===== src/tap_pkg.sv =====
// shared constants, types and cell decoding for the boundary scan port
package tap_pkg;

  localparam int CHAIN_LEN = 120;
  localparam int ID_LEN = 32;
  // chain index of the lowest identification cell (position 89)
  localparam int ID_LOW_IDX = 88;
  localparam int IR_W = 3;
  localparam int SYNC_DEPTH = 2;

  localparam logic [IR_W-1:0] OP_EXTEST = 3'h0;
  localparam logic [IR_W-1:0] OP_IDCODE = 3'h1;
  localparam logic [IR_W-1:0] OP_SAMPLE = 3'h2;
  localparam logic [IR_W-1:0] OP_SINGLE_CHAIN = 3'h3;
  localparam logic [IR_W-1:0] OP_BYPASS = 3'h7;
  // fixed pattern loaded in capture-ir, low two bits 01
  localparam logic [IR_W-1:0] IR_CAPTURE_VALUE = 3'h1;
  localparam logic [IR_W-1:0] IR_RESET_VALUE = OP_IDCODE;

  // fixed capture bits of cells below the identification field
  localparam logic [ID_LOW_IDX-1:0] FIXED_LOW_BITS = 88'h0000_0001_c000_0009_2492_7f;

  localparam logic [1:0] KIND_IN = 2'h0;
  localparam logic [1:0] KIND_OUT = 2'h1;
  localparam logic [1:0] KIND_IO = 2'h2;

  typedef enum logic [15:0] {
    ST_RESET = 16'h0001,
    ST_IDLE = 16'h0002,
    ST_SEL_DR = 16'h0004,
    ST_CAP_DR = 16'h0008,
    ST_SHIFT_DR = 16'h0010,
    ST_EXIT1_DR = 16'h0020,
    ST_PAUSE_DR = 16'h0040,
    ST_EXIT2_DR = 16'h0080,
    ST_UPD_DR = 16'h0100,
    ST_SEL_IR = 16'h0200,
    ST_CAP_IR = 16'h0400,
    ST_SHIFT_IR = 16'h0800,
    ST_EXIT1_IR = 16'h1000,
    ST_PAUSE_IR = 16'h2000,
    ST_EXIT2_IR = 16'h4000,
    ST_UPD_IR = 16'h8000
  } tap_state_e;

  typedef enum logic [1:0] {
    PATH_BYPASS = 2'h0,
    PATH_ID = 2'h1,
    PATH_CHAIN = 2'h2
  } path_e;

  // cell type by chain position 1..120
  function automatic logic [1:0] cell_kind(input int pos);
    if (pos == 120) return KIND_OUT;
    if (pos >= 112) return KIND_IN;
    if (pos >= 96) return KIND_OUT;
    if (pos >= 87) return KIND_IN;
    if (pos == 86) return KIND_OUT;
    if (pos >= 70) return (pos % 2 == 1) ? KIND_IO : KIND_OUT;
    if (pos >= 55) return KIND_IN;
    if (pos >= 31) return KIND_OUT;
    if (pos >= 7) begin
      if ((pos - 7) % 3 == 0) return KIND_IN;
      if ((pos - 7) % 3 == 2) return KIND_IO;
      return KIND_OUT;
    end
    return KIND_IN;
  endfunction

  // outputs floated by the global tristate cell
  function automatic logic tristate_controlled(input int pos);
    return (pos >= 96 && pos <= 111) || pos == 86 || (pos >= 31 && pos <= 54);
  endfunction

  // unassigned opcodes fall back to bypass
  function automatic path_e decode_path(input logic [IR_W-1:0] op);
    case (op)
      OP_EXTEST, OP_SAMPLE, OP_SINGLE_CHAIN: return PATH_CHAIN;
      OP_IDCODE: return PATH_ID;
      default: return PATH_BYPASS;
    endcase
  endfunction

endpackage


===== src/tap_ctrl_if.sv =====
// controller timing and state shared between the scan modules
`timescale 1ns/1ps
interface tap_ctrl_if;
  import tap_pkg::*;
  logic tck_rise;
  logic tck_fall;
  logic data_reg_gated_clock;
  tap_state_e state;

  modport ctrl (
    output tck_rise,
    output tck_fall,
    output data_reg_gated_clock,
    output state
  );
  modport user (
    input tck_rise,
    input tck_fall,
    input data_reg_gated_clock,
    input state
  );
endinterface


===== src/tap_state_machine.sv =====
// sixteen-state test access controller stepped on rising test clock edges
`timescale 1ns/1ps
module tap_state_machine import tap_pkg::*; (
  input wire logic sys_clk,
  input wire logic rst,
  input wire logic test_reset,
  input wire logic tck_s,
  input wire logic tms_s,
  tap_ctrl_if.ctrl ctl
);

  logic tck_d_r;
  tap_state_e state_r;
  tap_state_e state_nxt;

  always_ff @(posedge sys_clk) begin
    if (rst) begin
      tck_d_r <= 1'b0;
    end else begin
      tck_d_r <= tck_s;
    end
  end

  always_comb begin
    state_nxt = state_r;
    unique case (state_r)
      ST_RESET: state_nxt = tms_s ? ST_RESET : ST_IDLE;
      ST_IDLE: state_nxt = tms_s ? ST_SEL_DR : ST_IDLE;
      ST_SEL_DR: state_nxt = tms_s ? ST_SEL_IR : ST_CAP_DR;
      ST_CAP_DR: state_nxt = tms_s ? ST_EXIT1_DR : ST_SHIFT_DR;
      ST_SHIFT_DR: state_nxt = tms_s ? ST_EXIT1_DR : ST_SHIFT_DR;
      ST_EXIT1_DR: state_nxt = tms_s ? ST_UPD_DR : ST_PAUSE_DR;
      ST_PAUSE_DR: state_nxt = tms_s ? ST_EXIT2_DR : ST_PAUSE_DR;
      ST_EXIT2_DR: state_nxt = tms_s ? ST_UPD_DR : ST_SHIFT_DR;
      ST_UPD_DR: state_nxt = tms_s ? ST_SEL_DR : ST_IDLE;
      ST_SEL_IR: state_nxt = tms_s ? ST_RESET : ST_CAP_IR;
      ST_CAP_IR: state_nxt = tms_s ? ST_EXIT1_IR : ST_SHIFT_IR;
      ST_SHIFT_IR: state_nxt = tms_s ? ST_EXIT1_IR : ST_SHIFT_IR;
      ST_EXIT1_IR: state_nxt = tms_s ? ST_UPD_IR : ST_PAUSE_IR;
      ST_PAUSE_IR: state_nxt = tms_s ? ST_EXIT2_IR : ST_PAUSE_IR;
      ST_EXIT2_IR: state_nxt = tms_s ? ST_UPD_IR : ST_SHIFT_IR;
      ST_UPD_IR: state_nxt = tms_s ? ST_SEL_DR : ST_IDLE;
      default: state_nxt = ST_RESET;
    endcase
  end

  // five high tms samples reach reset from any state by the graph itself
  always_ff @(posedge sys_clk) begin
    if (rst || test_reset) begin
      state_r <= ST_RESET;
    end else if (tck_s && !tck_d_r) begin
      state_r <= state_nxt;
    end
  end

  assign ctl.tck_rise = tck_s && !tck_d_r;
  assign ctl.tck_fall = !tck_s && tck_d_r;
  assign ctl.state = state_r;
  // only moves in shift-dr or capture-dr
  assign ctl.data_reg_gated_clock = ctl.tck_rise &&
    (state_r == ST_SHIFT_DR || state_r == ST_CAP_DR);

endmodule


===== src/boundary_chain.sv =====
// boundary cells: four-way capture mux, shift stage and update latch
`timescale 1ns/1ps
module boundary_chain import tap_pkg::*; #(
  parameter int LEN = CHAIN_LEN
) (
  input wire logic sys_clk,
  input wire logic rst,
  tap_ctrl_if.user ctl,
  input wire logic tdi_s,
  input wire logic chain_selected,
  input wire logic id_capture,
  input wire logic [LEN-1:0] pin_value,
  input wire logic [LEN-1:0] id_value,
  output logic [LEN-1:0] shift_q,
  output logic [LEN-1:0] update_q
);

  // serial path needs at least a two-cell chain
  if (LEN < 2) begin : g_bad_len
    $error("boundary chain shorter than two cells");
  end

  logic cell_mux_select_a;
  logic cell_mux_select_b;
  logic [LEN-1:0] serial_in;

  // 00 hold, 01 serial, 10 pin, 11 fixed id bit
  assign cell_mux_select_a = ctl.state == ST_CAP_DR;
  assign cell_mux_select_b = (ctl.state == ST_SHIFT_DR) ||
    (ctl.state == ST_CAP_DR && id_capture);
  // serial data enters at the top cell nearest tdi
  assign serial_in = {tdi_s, shift_q[LEN-1:1]};

  always_ff @(posedge sys_clk) begin
    if (rst) begin
      shift_q <= '0;
    end else if (ctl.data_reg_gated_clock && chain_selected) begin
      for (int i = 0; i < LEN; i++) begin
        unique case ({cell_mux_select_a, cell_mux_select_b})
          2'b00: shift_q[i] <= shift_q[i];
          2'b01: shift_q[i] <= serial_in[i];
          2'b10: shift_q[i] <= pin_value[i];
          2'b11: shift_q[i] <= id_value[i];
        endcase
      end
    end
  end

  // reset leaves every enable cell low, so extest right after reset drives
  always_ff @(posedge sys_clk) begin
    if (rst) begin
      update_q <= '0;
    end else if (ctl.tck_fall && ctl.state == ST_UPD_DR && chain_selected) begin
      update_q <= shift_q;
    end
  end

endmodule


===== src/boundary_scan_tap.sv =====
// How it works
// update-ir loads instruction on test clock fall
// controller shifts instruction before passing update-ir
// pause states hold shift path contents
// each instruction selects exactly one tdi-tdo path
// bypass gives one test clock delay
// extest captures input pins into chain
// extest drives outputs from update latches
// sample captures pins without altering them
// identification instruction shifts out the code
// single chain test captures fixed id bits
// 120 cells: input, output, bidirectional
// positions 120 to 89 hold identification code
// lower cells also hold fixed capture bits
// positions 120 to 117 hold revision
// low enable cell makes bidirectional pin output
// global tristate cell high floats listed outputs
// global tristate cell is first, nearest tdi
// cell clock moves only in shift/capture-dr
// cell four-way mux steered by two selects
// test reset or five tms highs reset
// shifting one stage per rise, msb to lsb
// capture on rise, update latches on fall
// all-ones and unassigned opcodes act as bypass
`timescale 1ns/1ps
module boundary_scan_tap import tap_pkg::*; #(
  // identification body and revision: arbitrary values, lsb kept at one
  parameter logic [3:0] REVISION = 4'h2,
  parameter logic [27:0] IDENT_BODY = 28'h5a3_c1e5
) (
  input wire logic sys_clk,
  input wire logic rst,
  input wire logic tck,
  input wire logic tms,
  input wire logic tdi,
  input wire logic test_reset_n,
  output logic tdo,
  output logic tdo_oe_n,
  input wire logic [CHAIN_LEN-1:0] core_value,
  input wire logic [CHAIN_LEN-1:0] pad_in,
  output logic [CHAIN_LEN-1:0] pad_out,
  output logic [CHAIN_LEN-1:0] pad_oe_n
);

  localparam logic [ID_LEN-1:0] ID_CODE = {REVISION, IDENT_BODY};

  // the per-cell wiring below is written for exactly this layout; the code lsb must be one
  if (CHAIN_LEN != 120 || ID_LOW_IDX + ID_LEN != CHAIN_LEN ||
      IDENT_BODY[0] != 1'b1) begin : g_bad_layout
    $error("chain layout does not match cell map");
  end

  tap_ctrl_if ctl ();

  logic [SYNC_DEPTH-1:0] tck_sync_r;
  logic [SYNC_DEPTH-1:0] tms_sync_r;
  logic [SYNC_DEPTH-1:0] tdi_sync_r;
  logic [SYNC_DEPTH-1:0] trst_sync_r;
  logic [CHAIN_LEN-1:0] pad_meta_r;
  logic [CHAIN_LEN-1:0] pad_in_r;
  logic [IR_W-1:0] ir_shift_r;
  logic [IR_W-1:0] ir_active_r;
  logic bypass_r;
  path_e path;
  logic ext_test;
  logic id_capture;
  logic [CHAIN_LEN-1:0] chain_q;
  logic [CHAIN_LEN-1:0] update_q;
  logic [CHAIN_LEN-1:0] drive_value;
  logic [CHAIN_LEN-1:0] capture_value;
  logic [CHAIN_LEN-1:0] id_value;
  logic [CHAIN_LEN-1:0] oe_n_nxt;
  logic tdo_nxt;

  // every test pin crosses into sys_clk through two flops
  always_ff @(posedge sys_clk) begin
    if (rst) begin
      tck_sync_r <= '0;
      tms_sync_r <= '1;
      tdi_sync_r <= '1;
      trst_sync_r <= '0;
    end else begin
      tck_sync_r <= {tck_sync_r[0], tck};
      tms_sync_r <= {tms_sync_r[0], tms};
      tdi_sync_r <= {tdi_sync_r[0], tdi};
      trst_sync_r <= {trst_sync_r[0], test_reset_n};
    end
  end

  always_ff @(posedge sys_clk) begin
    if (rst) begin
      pad_meta_r <= '0;
      pad_in_r <= '0;
    end else begin
      pad_meta_r <= pad_in;
      pad_in_r <= pad_meta_r;
    end
  end

  // test reset is sampled, so it acts within three sys_clk edges, not at once
  tap_state_machine fsm (
    .sys_clk(sys_clk),
    .rst(rst),
    .test_reset(!trst_sync_r[1]),
    .tck_s(tck_sync_r[1]),
    .tms_s(tms_sync_r[1]),
    .ctl(ctl)
  );

  assign path = decode_path(ir_active_r);
  assign ext_test = ir_active_r == OP_EXTEST;
  assign id_capture = ir_active_r == OP_IDCODE || ir_active_r == OP_SINGLE_CHAIN;

  // instruction shift stage, fixed capture pattern
  always_ff @(posedge sys_clk) begin
    if (rst) begin
      ir_shift_r <= IR_RESET_VALUE;
    end else if (ctl.tck_rise && ctl.state == ST_CAP_IR) begin
      ir_shift_r <= IR_CAPTURE_VALUE;
    end else if (ctl.tck_rise && ctl.state == ST_SHIFT_IR) begin
      ir_shift_r <= {tdi_sync_r[1], ir_shift_r[IR_W-1:1]};
    end
  end

  // active instruction changes on the fall inside update-ir and reloads IR_RESET_VALUE in test-logic-reset
  always_ff @(posedge sys_clk) begin
    if (rst || ctl.state == ST_RESET) begin
      ir_active_r <= IR_RESET_VALUE;
    end else if (ctl.tck_fall && ctl.state == ST_UPD_IR) begin
      ir_active_r <= ir_shift_r;
    end
  end

  always_ff @(posedge sys_clk) begin
    if (rst) begin
      bypass_r <= 1'b0;
    end else if (ctl.data_reg_gated_clock && path == PATH_BYPASS) begin
      bypass_r <= (ctl.state == ST_SHIFT_DR) ? tdi_sync_r[1] : 1'b0;
    end
  end

  // per-cell wiring: drive, capture source, fixed bit and enable
  for (genvar i = 0; i < CHAIN_LEN; i++) begin : g_cell
    localparam int POS = i + 1;
    localparam logic [1:0] KIND = cell_kind(POS);
    // normal mode passes the core value; extest forces the latch
    assign drive_value[i] = ext_test ? update_q[i] : core_value[i];
    if (KIND == KIND_OUT) begin : g_out
      assign capture_value[i] = drive_value[i];
    end else begin : g_in
      assign capture_value[i] = pad_in_r[i];
    end
    if (i >= ID_LOW_IDX) begin : g_id
      assign id_value[i] = ID_CODE[i-ID_LOW_IDX];
    end else begin : g_fix
      assign id_value[i] = FIXED_LOW_BITS[i];
    end
    if (KIND == KIND_IN) begin : g_oe_in
      assign oe_n_nxt[i] = 1'b1;
    end else if (KIND == KIND_IO) begin : g_oe_io
      // enable cell sits just below its bidirectional pin
      assign oe_n_nxt[i] = drive_value[i-1];
    end else if (tristate_controlled(POS)) begin : g_oe_tri
      assign oe_n_nxt[i] = drive_value[CHAIN_LEN-1];
    end else begin : g_oe_out
      assign oe_n_nxt[i] = 1'b0;
    end
  end

  boundary_chain #(
    .LEN(CHAIN_LEN)
  ) chain (
    .sys_clk(sys_clk),
    .rst(rst),
    .ctl(ctl),
    .tdi_s(tdi_sync_r[1]),
    .chain_selected(path != PATH_BYPASS),
    .id_capture(id_capture),
    .pin_value(capture_value),
    .id_value(id_value),
    .shift_q(chain_q),
    .update_q(update_q)
  );

  always_ff @(posedge sys_clk) begin
    if (rst) begin
      pad_out <= '0;
      pad_oe_n <= '1;
    end else begin
      pad_out <= drive_value;
      pad_oe_n <= oe_n_nxt;
    end
  end

  // identification path is the top 32 cells, so tdo taps position 89
  always_comb begin
    tdo_nxt = bypass_r;
    if (ctl.state == ST_SHIFT_IR) begin
      tdo_nxt = ir_shift_r[0];
    end else begin
      unique case (path)
        PATH_ID: tdo_nxt = chain_q[ID_LOW_IDX];
        PATH_CHAIN: tdo_nxt = chain_q[0];
        default: tdo_nxt = bypass_r;
      endcase
    end
  end

  // tdo changes on the falling test clock edge, driven only while shifting
  always_ff @(posedge sys_clk) begin
    if (rst) begin
      tdo <= 1'b0;
      tdo_oe_n <= 1'b1;
    end else if (ctl.tck_fall) begin
      tdo <= tdo_nxt;
      tdo_oe_n <= !(ctl.state == ST_SHIFT_DR || ctl.state == ST_SHIFT_IR);
    end
  end

endmodule


===== config.mk =====
export PLATFORM = sky130hd
export DESIGN_NAME = boundary_scan_tap
export DESIGN_NICKNAME = d
export VERILOG_FILES = /design/src/tap_pkg.sv /design/src/tap_ctrl_if.sv /design/src/tap_state_machine.sv /design/src/boundary_chain.sv /design/src/boundary_scan_tap.sv
export SDC_FILE = /design/constraint.sdc
export NUM_CORES = 1
export LEC_CHECK = 0
export ABC_AREA = 1
export BUFFER_PORTS_ARGS = -buffer_cell sky130_fd_sc_hd__buf_2
export CORE_ASPECT_RATIO = 1.75
export CORE_MARGIN = 2
export CORE_UTILIZATION = 30
export CTS_CLUSTER_SIZE = 28
export DETAILED_ROUTE_END_ITERATION = 8
export PLACE_DENSITY = 0.54
export SYNTH_ARGS = -nofsm -noshare
export SYNTH_HDL_FRONTEND = slang
export SYNTH_SLANG_ARGS = --single-unit

===== constraint.sdc =====
create_clock -name sys_clk -period 6.06 [get_ports sys_clk]
set_clock_uncertainty 0.2 [all_clocks]
set_input_delay 1.212 -clock sys_clk [delete_from_list [all_inputs] [get_ports sys_clk]]
set_output_delay 1.212 -clock sys_clk [all_outputs]
set_load 0.05 [all_outputs]

* Yosys cells after proc, flatten, opt, wreduce, memory -nomap -nowiden
Index checks and enable logic that the tools add are counted.
Operators by class: mux-type cells 258, eq/ne operators 24, reduce and logical (&&, ||, !) cells 31, bitwise gates (word level) 1
Operator list (count):
- one-hot mux 1 bit (3 select lines) | 120
- one-hot mux 16 bit (12 select lines) | 1
- 2-to-1 mux 1 bit | 122
- 2-to-1 mux 120 bit | 1
- 2-to-1 mux 16 bit | 2
- 2-to-1 mux 9 bit | 2
- == test 16 x 1 -> 1 bit, second input constant | 1
- == test 16 x 10 -> 1 bit, second input constant | 1
- == test 16 x 11 -> 1 bit, second input constant | 1
- == test 16 x 12 -> 1 bit, second input constant | 1
- == test 16 x 13 -> 1 bit, second input constant | 1
- == test 16 x 14 -> 1 bit, second input constant | 1
- == test 16 x 15 -> 1 bit, second input constant | 1
- == test 16 bit, second input constant | 1
- == test 16 x 2 -> 1 bit, second input constant | 1
- == test 16 x 3 -> 1 bit, second input constant | 1
- == test 16 x 4 -> 1 bit, second input constant | 1
- == test 16 x 5 -> 1 bit, second input constant | 1
- == test 16 x 6 -> 1 bit, second input constant | 1
- == test 16 x 7 -> 1 bit, second input constant | 1
- == test 16 x 8 -> 1 bit, second input constant | 1
- == test 16 x 9 -> 1 bit, second input constant | 1
- 2-to-1 mux 15 bit | 1
- 2-to-1 mux 13 bit | 1
- 22 further kinds | 48
Storage, ports and cells: output and inout port bits 242, word-level logic and storage cells 332, flip-flop bits (word level) 736, input bits 246

* Logic depth before layout (Yosys ltp)
Gate-level depths: netlist (run 1).
depth after elaboration 7, mapped depth 14, depth with buffers taken out 11

* Cells and area by module
From an unflattened synthesis (run 1), not the netlist that was laid out.
Unflattened totals: cells, all modules 3416, area total of the unflattened synthesis 23705.2 sq um
Modules (own cells, without submodules):
- boundary_chain | seq. area each 4804.6 sq um, area each 12525.8 sq um, cells each 2006, times used 1
- boundary_scan_tap | seq. area each 5585.4 sq um, area each 10092.2 sq um, cells each 1239, times used 1
- tap_state_machine | seq. area each 340.3 sq um, area each 1087.3 sq um, cells each 171, times used 1

* Worst setup path before layout (run 1)
Ideal clock, no wire load.
path kind reg-to-output, from reg pad_oe_n[53] (netlist name), to out pad_oe_n[100], slack 3.040 ns, stages on the path, launching flop included 2, data arrival time 1.608 ns, required time 4.648 ns, buffers on the path 1, cell sequence dfxtp_1 buf_4
RTL lines:
- end: declaration | line boundary_scan_tap.sv:42 | output logic [CHAIN_LEN-1:0] pad_oe_n

==> results, run 1 <==
- Of the synthesized area, sequential elements account for 53.0%.
- Post-CTS timing repair inserted 0 buffers for setup.
- The core region area is 67,200 um2.
- The number of hold-slack violations in the final timing report was 0.
- Summing the areas of all and, or, nand and nor instances in the mapped netlist gives 19.3% of the synthesized area.
- After detailed routing, the number of remaining DRC violations is 0.
- Headroom to the max-slew limit came out at 34.0%.
- The post-cts repair resize count is 0.
- In this run the number of cells on the critical path is 1.
- Across the whole layout, storage elements account for 10,700 um2.
- Of the total synthesized cell area, the portion taken by full adders, half adders and majority gates is 0.185%.
- The time the final worst path needs with I/O delays and setup is 3.39 ns.
- After global routing the overflow that remains totals 0.
- The maximum operating frequency is 295 MHz.
- The max-cap check violation count is 0.
- The synthesized-area fraction occupied by xor and xnor cells is 0%.
- The floorplan has 126 rows.
- Of the total power, registers draw 48.0%.
- At the pin with the least slew margin, the transition time is 0.990 ns.
- The synthesized area divided by synthesized cell count is 7.66 um2.
- Adding up every negative setup slack in the final design gives 0 ns.
- In the synthesized netlist the dominant register cell turns out to be sky130_fd_sc_hd__dfxtp_1.
- On the critical path, the stage with the largest delay is an instance of sky130_fd_sc_hd__dfxtp_1.
- The run finished with clean final reports.
- The final worst-path cycle share is 55.9%.
- The summed instance area of the synthesized netlist is 20,200 um2.
- The startpoint-to-endpoint class of the critical path is reg -> out.
- The number of enable flip-flop cells after synthesis is 0.
- The die footprint is 69,700 um2.
- The synthesized-area fraction occupied by ao, oa, aoi and oai cells is 14.8%.
- The count of mapped cells out of synthesis is 2,643.
- Routability-driven placement finished with a final weighted congestion of 0.798.
- The number of detailed-routing iterations run before antenna repair is 6.
- In this run the power density over the cells is 317 nW/um2.
- Global routing used 15.5% of the available tracks.
- The final count of negative-setup-slack endpoints is 0.
- The number of buffers on the longest clock path is 3.
- The starting density of the core is 30.2%.
- The clock edge transition at the registers on the reported setup and hold paths is 0.06 ns.
- Along the worst hold path, the cell count comes to 2.
- Buffers inserted to repair hold after CTS numbered 0.
- For this run, the number of Yosys warnings is 0.
- The number of top-level design ports is 488.
- After detailed placement, the design holds a cell count of 3,719.
- Dividing the detail-routed via count by the number of cells gives 4.35.
- The portion of total power attributed to combinational logic is 8.0%.
- Setup repair after global routing left no endpoint under its margin.
- The share of total power dissipated in the clock network is 44.0%.
- The static leakage power is 11.1 nW.
- The post-layout instance count excluding filler cells is 3,817.
- The cell-internal power is 5.64 mW.
- The die span in y is 348 um.
- CTS placed an instance of sky130_fd_sc_hd__clkbuf_16 at the clock tree root.
- The most common library cell in the layout ignoring fill and taps is sky130_fd_sc_hd__dfxtp_1.
- Once detail routing completed, the nets flagged for antenna violations numbered 0.
- The clock network latency to the later pin of the worst-skew pair is 0.61 ns.
- After the last flow step, the layout net total stands at 3,126.
- The floorplan die width is 200 um.
- The share of layout cells above drive strength 1 is 19.1%.
- The clock tree from TritonCTS is done.
- The multi-input logic area is 7170 um2.
- After legalization and detailed placement, the total HPWL measured 35,800 um.
- The signed area change from the synthesized netlist to the final layout is 18.1%.
- Entering global routing, the biggest net connects 177 pins.
- STA classifies the critical path endpoint as a primary output.
- The dominant combinational cell family by area after synthesis is simple AND/OR/NAND/NOR gates.
- The distinct cell type count after synthesis is 35.
- Of all nets on the critical path, the largest fanout is 41.
- The violation count after the first detailed-routing iteration is 617.
- Counting the fill cells in the layout gives 7,339.
- The routed length per placed instance is 14.6 um.
- For this design the total switching power over the nets is 1.94 mW.
- The kind of start point of the critical path is a flip-flop.
- The clock drives 536 sinks.
- In this run the number of H-tree levels came out at 2.
- The number of global-route vias before repair came to 15,530.
- The routed design has 55,700 um of wire.
- The library cells used most frequently in the layout, excluding fill and tap cells, are sky130_fd_sc_hd__dfxtp_1, sky130_fd_sc_hd__nor2_1, sky130_fd_sc_hd__buf_2, sky130_fd_sc_hd__nand2_1, sky130_fd_sc_hd__o21ai_0.
- The data arrival time of the critical path is 1.98 ns.
- The max-slew violation count is 0.
- On the worst path, the slowest cell contributes a delay of 0.94 ns.
- The kind of cell with the highest combined delay along the critical path is flip-flops.
- The critical path goes through buf_2.
- The wire length of the first global-routing pass is 86,300 um.
- For the worst flop-to-flop path, the logic depth is 8.
- Counting flops with an async set or reset pin after synthesis yields a share of 0%.
- At the worst endpoint, the required time is 4.65 ns.
- In this run, synthesis produced a sequential element count of 536.
- The path class of the tightest hold or removal check is reg -> reg.
- The count of port buffers added during placement is 383.
- The initial antenna violation count is 4.
- The clock buffer count from CTS is 52.
- Of the total power, the share spent switching nets is 25.5%.
- The worst vdd rail ir drop is 206 uV.
- The portion of netlist area occupied by mux cells is 0%.
- Summing over every cut layer, the via total after detailed routing is 16,591.
- Counting both buffers and inverters, the worst setup path holds a total of 1.
[power groups by stage]
stage / clock, mW / sequential [mW] / combinational [mW]
after floorplan: 0 / 3.89 / 0.309
after global placement: 0 / 3.72 / 0.613
after detailed placement: 0 / 3.72 / 0.613
after CTS: 3.46 / 3.64 / 0.614
after global routing: 3.59 / 3.65 / 0.646
final: 3.33 / 3.64 / 0.605
[routing by layer]
| metal | vias up | GRT usage, % | part of all wire [%] |
|---|---|---|---|
| met5 | - | 0 | 0.022 |
| met4 | 2 | 5.50 | 2.6 |
| met3 | 89 | 2.70 | 4.6 |
| met2 | 423 | 27.8 | 50 |
| met1 | 7512 | 18.6 | 43 |
| li1 | 8565 | - | - |
[worst paths after layout]
kind | from | slack, ns | end
min reg2reg | pad_meta_r[94]$_SDFF_PP0_ | 0.20 | pad_in_r[94]$_SDFF_PP0_
max | pad_oe_n[53]$_SDFF_PP1_ | 2.67 | pad_oe_n[105]
max reg2reg | ir_active_r[0]$_SDFFE_PP1P_ | 2.74 | chain.shift_q[75]$_SDFFE_PP0P_
min | pad_meta_r[94]$_SDFF_PP0_ | 0.20 | pad_in_r[94]$_SDFF_PP0_
[per-stage QoR]
step           worst slack [ns]  hold slack (ns)  power (mW)  utilization [%]  instance area (um2)
5_1_grt                    2.35            0.211        7.88             35.6                23900
3_3_place_gp               2.44            0.193        4.33             33.0                22200
6_report                   2.67            0.196        7.58             35.6                23900
3_5_place_dp               2.42            0.193        4.33             33.0                22200
4_1_cts                    2.52            0.199        7.71             35.6                23900
2_1_floorplan              3.04            0.188        4.20                -                20400
[sequential cells by signal, indices dropped and copies added, names as in the netlist]
name            flops
chain.shift_q     120
chain.update_q    120
pad_out           120
pad_in_r           62
pad_meta_r         62
pad_oe_n           18
fsm.ctl.state      16
ir_active_r         3
ir_shift_r          3
tck_sync_r          2
tdi_sync_r          2
tms_sync_r          2
trst_sync_r         2
bypass_r            1
fsm.tck_d_r         1
tdo                 1
tdo_oe_n            1
[synthesized netlist by cell type (2+ instances only)]
cell	number	area (um2)
sky130_fd_sc_hd__a21oi_1	256	1280
sky130_fd_sc_hd__nor3_1	4	20.0
sky130_fd_sc_hd__clkbuf_1	102	383
sky130_fd_sc_hd__nand4_1	2	12.5
sky130_fd_sc_hd__nand2_2	2	12.5
sky130_fd_sc_hd__inv_1	280	1050
sky130_fd_sc_hd__o22ai_1	25	156
sky130_fd_sc_hd__o211ai_1	4	30.0
sky130_fd_sc_hd__nand3_1	29	145
sky130_fd_sc_hd__o21ai_1	15	75.1
sky130_fd_sc_hd__nand3_2	2	20.0
sky130_fd_sc_hd__buf_1	2	7.51
sky130_fd_sc_hd__o21ai_0	287	1440
sky130_fd_sc_hd__nand3b_1	2	15.0
sky130_fd_sc_hd__dfxtp_1	536	10700
sky130_fd_sc_hd__buf_4	105	788
sky130_fd_sc_hd__nor2_4	3	33.8
sky130_fd_sc_hd__or2_2	55	344
sky130_fd_sc_hd__buf_6	7	78.8
sky130_fd_sc_hd__ha_1	3	37.5
sky130_fd_sc_hd__nor2_1	481	1810
sky130_fd_sc_hd__clkinv_1	2	7.51
sky130_fd_sc_hd__inv_2	3	11.3
sky130_fd_sc_hd__nor2_2	4	25.0
sky130_fd_sc_hd__buf_2	47	235
sky130_fd_sc_hd__nand2_1	376	1410
[area by class of cell]
class / instances / share of cell area, %
clock inverter: 19 / 0.957
multi-input combinational: 1603 / 30.0
timing repair buffer: 399 / 8.71
antenna: 3 / 0.0314
inverter: 285 / 4.52
clock buffer: 76 / 6.28
tap: 896 / 4.69
sequential: 536 / 44.9
[kinds of logic after synthesis]
family | Yosys count
simple gates | 964
compound gates | 590
flops | 536
other cells | 1
fa+ha+maj | 3
buf+inv | 549
Power figures use the tool's default switching activity.
==> run 2, diff against run 1 <==
--- a/config.mk
+++ b/config.mk
@@ -5,14 +5,14 @@
 export SDC_FILE = /design/constraint.sdc
 export NUM_CORES = 1
 export LEC_CHECK = 0
-export ABC_AREA = 1
+export ABC_AREA = 0
 export BUFFER_PORTS_ARGS = -buffer_cell sky130_fd_sc_hd__buf_2
 export CORE_ASPECT_RATIO = 1.75
 export CORE_MARGIN = 2
 export CORE_UTILIZATION = 30
 export CTS_CLUSTER_SIZE = 28
 export DETAILED_ROUTE_END_ITERATION = 8
-export PLACE_DENSITY = 0.54
+export PLACE_DENSITY = 0.56
 export SYNTH_ARGS = -nofsm -noshare
 export SYNTH_HDL_FRONTEND = slang
 export SYNTH_SLANG_ARGS = --single-unit
==> constraint.sdc (replaced) <==
create_clock -name sys_clk -period 2.9 [get_ports sys_clk]
set_clock_uncertainty 0.2 [all_clocks]
set_input_delay 0.58 -clock sys_clk [delete_from_list [all_inputs] [get_ports sys_clk]]
set_output_delay 0.58 -clock sys_clk [all_outputs]
set_load 0.05 [all_outputs]
==> results, run 2 <==
- Ranked by instance count, the synthesized netlist is headed by sky130_fd_sc_hd__dfxtp_1, sky130_fd_sc_hd__nand2_1, sky130_fd_sc_hd__a21oi_1.
- The static leakage power came to 10.2 nW (-7.6%).
- Setup repair after global routing left no endpoint under its margin.
- The routed via count is 16,868 (+1.7%).
- The sequential fraction of the synthesis area is 53.9% (+0.91 points).
- The number of detailed-routing iterations run before antenna repair came to 5 (-1).
- The library cell used most frequently in the layout, excluding fill and tap cells, is sky130_fd_sc_hd__dfxtp_1.
- The biggest area contributor in the post-synthesis netlist is sky130_fd_sc_hd__dfxtp_1.
- The share of layout cells above drive strength 1 was 20.1% (+0.94 points).
- The remaining number of nets flagged by the antenna check after routing was 0 (unchanged).
- The sequential share of power is 47.6% (-0.4 points).
- The flop and latch count out of synthesis was 536 (unchanged).
- The area growth from synthesis to layout is 27.3%.
- The wire length of the first global-routing pass is 90,400 um (+4.7%).
- The die span in y came to 345 um (-0.84%).
- The clock network latency to the later pin of the worst-skew pair is 0.62 ns (about the same).
- The final design area excluding fillers is 25,300 um2 (+6.0%).
- STA classifies the critical path startpoint as a flip-flop.
- The relative slew slack is 51.0% (+17 points).
- The number of global-route vias before repair is 16,340 (+5.2%).
- The count of mapped cells out of synthesis is 2,303 (-13%).
- The flow ran to the end, and the final reports show no timing, DRC or antenna violations.
- The post-layout instance count excluding filler cells is 3,622 (-5.1%).
- The synthesized area divided by synthesized cell count is 8.64 um2 (+13%).
- The number of top-level design ports is 488 (unchanged).
- The buffer cell driving the clock tree root is sky130_fd_sc_hd__clkbuf_16.
- The sink count of the clock tree was 536 (unchanged).
- In this run the worst setup path begins at fsm.ctl.state[4]$_SDFFE_PP0P_.
- The largest registers in the layout are chain.shift_q: 120 flops, chain.update_q: 120 flops, pad_out: 120 flops.
- The time the final worst path needs with I/O delays and setup is 2.83 ns.
- The share of the synthesized area in the top cell type came to 53.9% (+0.91 points).
- The overall routed net length came to 59,200 um (+6.3%).
- The dominant cell by count in the synthesized netlist is sky130_fd_sc_hd__dfxtp_1.
- The initial antenna violation count was 3 (-1).
- The number of post-CTS setup repair buffers is 0 (unchanged).
- The summed instance area of the synthesized netlist is 19,900 um2 (-1.7%).
- The critical path endpoint category is a flip-flop.
- The portion of total power attributed to combinational logic is 8.9% (+0.9 points).
- The critical path ends at chain.update_q[106]$_SDFFE_PP0P_.
- The worst setup path is of the reg -> reg kind.
- The data arrival time of the critical path is 3.09 ns (+1.11 ns).
- The max-cap check violation count was 0 (unchanged).
- Derived from the worst setup path, the maximum achievable clock frequency is 354 MHz.
- The power density over the cells is 630 nW/um2 (+99%).
- The maximum fanout along the worst path is 120 (+190%).
- The number of synthesis warnings is 0 (unchanged).
- The starting density of the core is 30.2% (about the same).
- The end of the worst register-to-register path is chain.update_q[106]$_SDFFE_PP0P_.
- The count of fill cells added during filler insertion came to 6,708 (-8.6%).
- The number of enable flip-flop cells after synthesis is 0 (unchanged).
- The most instantiated flip-flop cell in the synthesis netlist is sky130_fd_sc_hd__dfxtp_1.
- The max-slew violation count came to 0 (unchanged).
- The cell area reported after detailed placement was 22,200 um2 (+0.16%).
- The count of port buffers added during placement is 383 (unchanged).
- The number of placement rows was 125 (-0.79%).
- The final count of negative-setup-slack endpoints is 0 (unchanged).
- The maximum number of pins on one net before global-route repair is 160 (-9.6%).
- Yosys attributes the largest share of cell area to sky130_fd_sc_hd__dfxtp_1, sky130_fd_sc_hd__nand2_1, sky130_fd_sc_hd__a21oi_1.
- For this design, the slowest cell found on the critical path is sky130_fd_sc_hd__or4_4.
- The routed length per placed instance is 16.3 um (+12%).
- The number of buffers on the longest clock path came to 3 (unchanged).
- The residual DRC count is 0 (unchanged).
- The mean number of vias per cell is 4.66 (+7.1%).
- The clock edge transition at the registers on the reported setup and hold paths is 0.06 ns (about the same).
- In this run the worst hold path is classified as in -> reg.
- The number of nets in the layout is 2,938 (-6.0%).
- The required time reported for the critical path endpoint was 3.16 ns (-1.49 ns).
- The critical path goes through nor4_4 > nand3_2 > or4_4 > buf_12 > nand2_1 > a21oi_1.
- The fraction of synthesis flops using an asynchronous set or reset pin came to 0% (unchanged).
- The relative contribution of the clock network to total power came to 43.5% (-0.5 points).
- The cell-internal power is 11.9 mW (+110%).
- The core region area is 66,000 um2 (-1.7%).
- The distinct cell type count after synthesis came to 54 (+54%).
- The instance count after placement with tap cells included is 3,389 (-8.9%).
- The total negative slack is 0 ns (unchanged).
- The worst-case reg-to-reg path depth came to 6 (-2).
- The global placer's final weighted congestion is 0.825 (+3.4%).
- The violation count after the first detailed-routing iteration came to 701 (+14%).
- Leaving out fill and tap cells, the most frequent cells in the layout are sky130_fd_sc_hd__dfxtp_1, sky130_fd_sc_hd__nand2_1, sky130_fd_sc_hd__buf_2, sky130_fd_sc_hd__a21oi_1, sky130_fd_sc_hd__dlygate4sd3_1.
- The clock buffer count from CTS came to 51 (-1.9%).
- The global router's overall resource usage is 16.8% (+1.3 points).
- The net switching share of the total power is 25.5% (-0.079 points).
- The clock tree from TritonCTS is done.
- The total overflow reported by the global router came to 0 (unchanged).
- The floorplan die width came to 199 um (-0.83%).
- The number of hold-slack violations in the final timing report is 0 (unchanged).
- The worst vdd rail ir drop came to 424 uV (+110%).
- The switching power total is 4.06 mW (+110%).
- The transition time at the pin with the least slew margin came to 0.736 ns (-0.255 ns).
- The count of H-tree levels built during CTS is 2 (unchanged).
- The startpoint identified for the worst register-to-register timing path is fsm.ctl.state[4]$_SDFFE_PP0P_.
- The HPWL after detailed placement is 37,500 um (+4.8%).
- The final critical path takes up 97.5% of the cycle.
- The biggest cell delay along the critical path is 0.60 ns (-0.34 ns).
- The die footprint is 68,500 um2 (-1.7%).
- The setup slack on the worst flop-to-flop path came to 0.07 ns (-2.67 ns).
## run 2: changes by cell type after synthesis, sizes merged, moves of 121 or more
cell | previous run | this run
inv | 283 | 12
o21ai | 302 | 10
nor2b | 0 | 132
nor2 | 489 | 135
nor3 | 5 | 126
nand2 | 379 | 520
## run 2: critical path: cells and delay by family (launching register included)
kind                   cells  cell delay (ns)
and+or+nand+nor            4             1.57
buffers and inverters      1             0.25
AOI/OAI and AO/OA          1             0.08
DFF                        1             0.39
## run 2: final cells by class
class	instances	area, um2	area share [%]
clock inverter	24	288	1.14
multi-input combinational	1512	7790	30.7
timing repair buffer	576	3920	15.4
tap	889	1110	4.39
sequential	536	10700	42.3
antenna	1	2.50	0.00987
clock buffer	72	1470	5.78
inverter	12	45.0	0.178
## run 2: kinds of logic (layout without fill, tap and decap cells)
group,count (synthesis),count (layout),synth area share (%)
mux,28,28,1.41
simple gates,999,999,22.7
flops,536,536,53.9
other cells,1,47,0.0188
xor+xnor,9,9,0.396
buf+inv,300,684,8.15
compound gates,427,427,13.2
fa+ha+maj,3,3,0.189
## run 2: timing repair
| action | 4_1_cts | 5_1_grt |
|---|---|---|
| resized for setup | 0 | 2 |
| endpoints found under the setup margin | 0 | 82 |
| hold endpoints to repair | 136 | 0 |
| hold buffers | 136 | 0 |
## run 2: power by group through the flow
stage          Clock [mW]  Combinational (mW)  Sequential [mW]
3_3_place_gp            0                1.28             7.76
6_report             6.94                1.42             7.60
2_1_floorplan           0               0.645             8.13
5_1_grt              7.42                1.51             7.61
4_1_cts              7.18                1.43             7.60
3_5_place_dp            0                1.28             7.77
## run 2: routing by layer
| metal | global-route usage [%] | vias up | share of wire [%] |
|---|---|---|---|
| met5 | 0 | - | 0.066 |
| met4 | 6.56 | 6 | 3.2 |
| met3 | 2.74 | 101 | 4.9 |
| met2 | 30.3 | 528 | 50 |
| met1 | 19.7 | 7883 | 41 |
| li1 | - | 8350 | - |
## run 2: how the worst min path moves through the flow
stage	from	endpoint	depth (start not counted)
floorplan	tdi_sync_r[0]$_SDFF_PP1_	tdi_sync_r[1]$_SDFF_PP1_	1
global placement	tdi_sync_r[0]$_SDFF_PP1_	tdi_sync_r[1]$_SDFF_PP1_	1
detailed placement	tdi_sync_r[0]$_SDFF_PP1_	tdi_sync_r[1]$_SDFF_PP1_	1
CTS	core_value[101]	pad_out[101]$_SDFF_PP0_	3
global route	core_value[68]	pad_out[68]$_SDFF_PP0_	3
finish	core_value[68]	pad_out[68]$_SDFF_PP0_	3
## run 2: stage by stage
stage	hold WS [ns]	setup slack, ns	power, mW	util, %
after floorplan	0.189	0.111	8.77	-
after global placement	0.200	0.111	9.04	33.7
after detailed placement	0.195	0.134	9.04	33.7
after CTS	0.000178	0.0934	16.2	38.4
after global routing	0.0183	0.0144	16.5	38.4
final	0.0387	0.0724	16.0	38.4
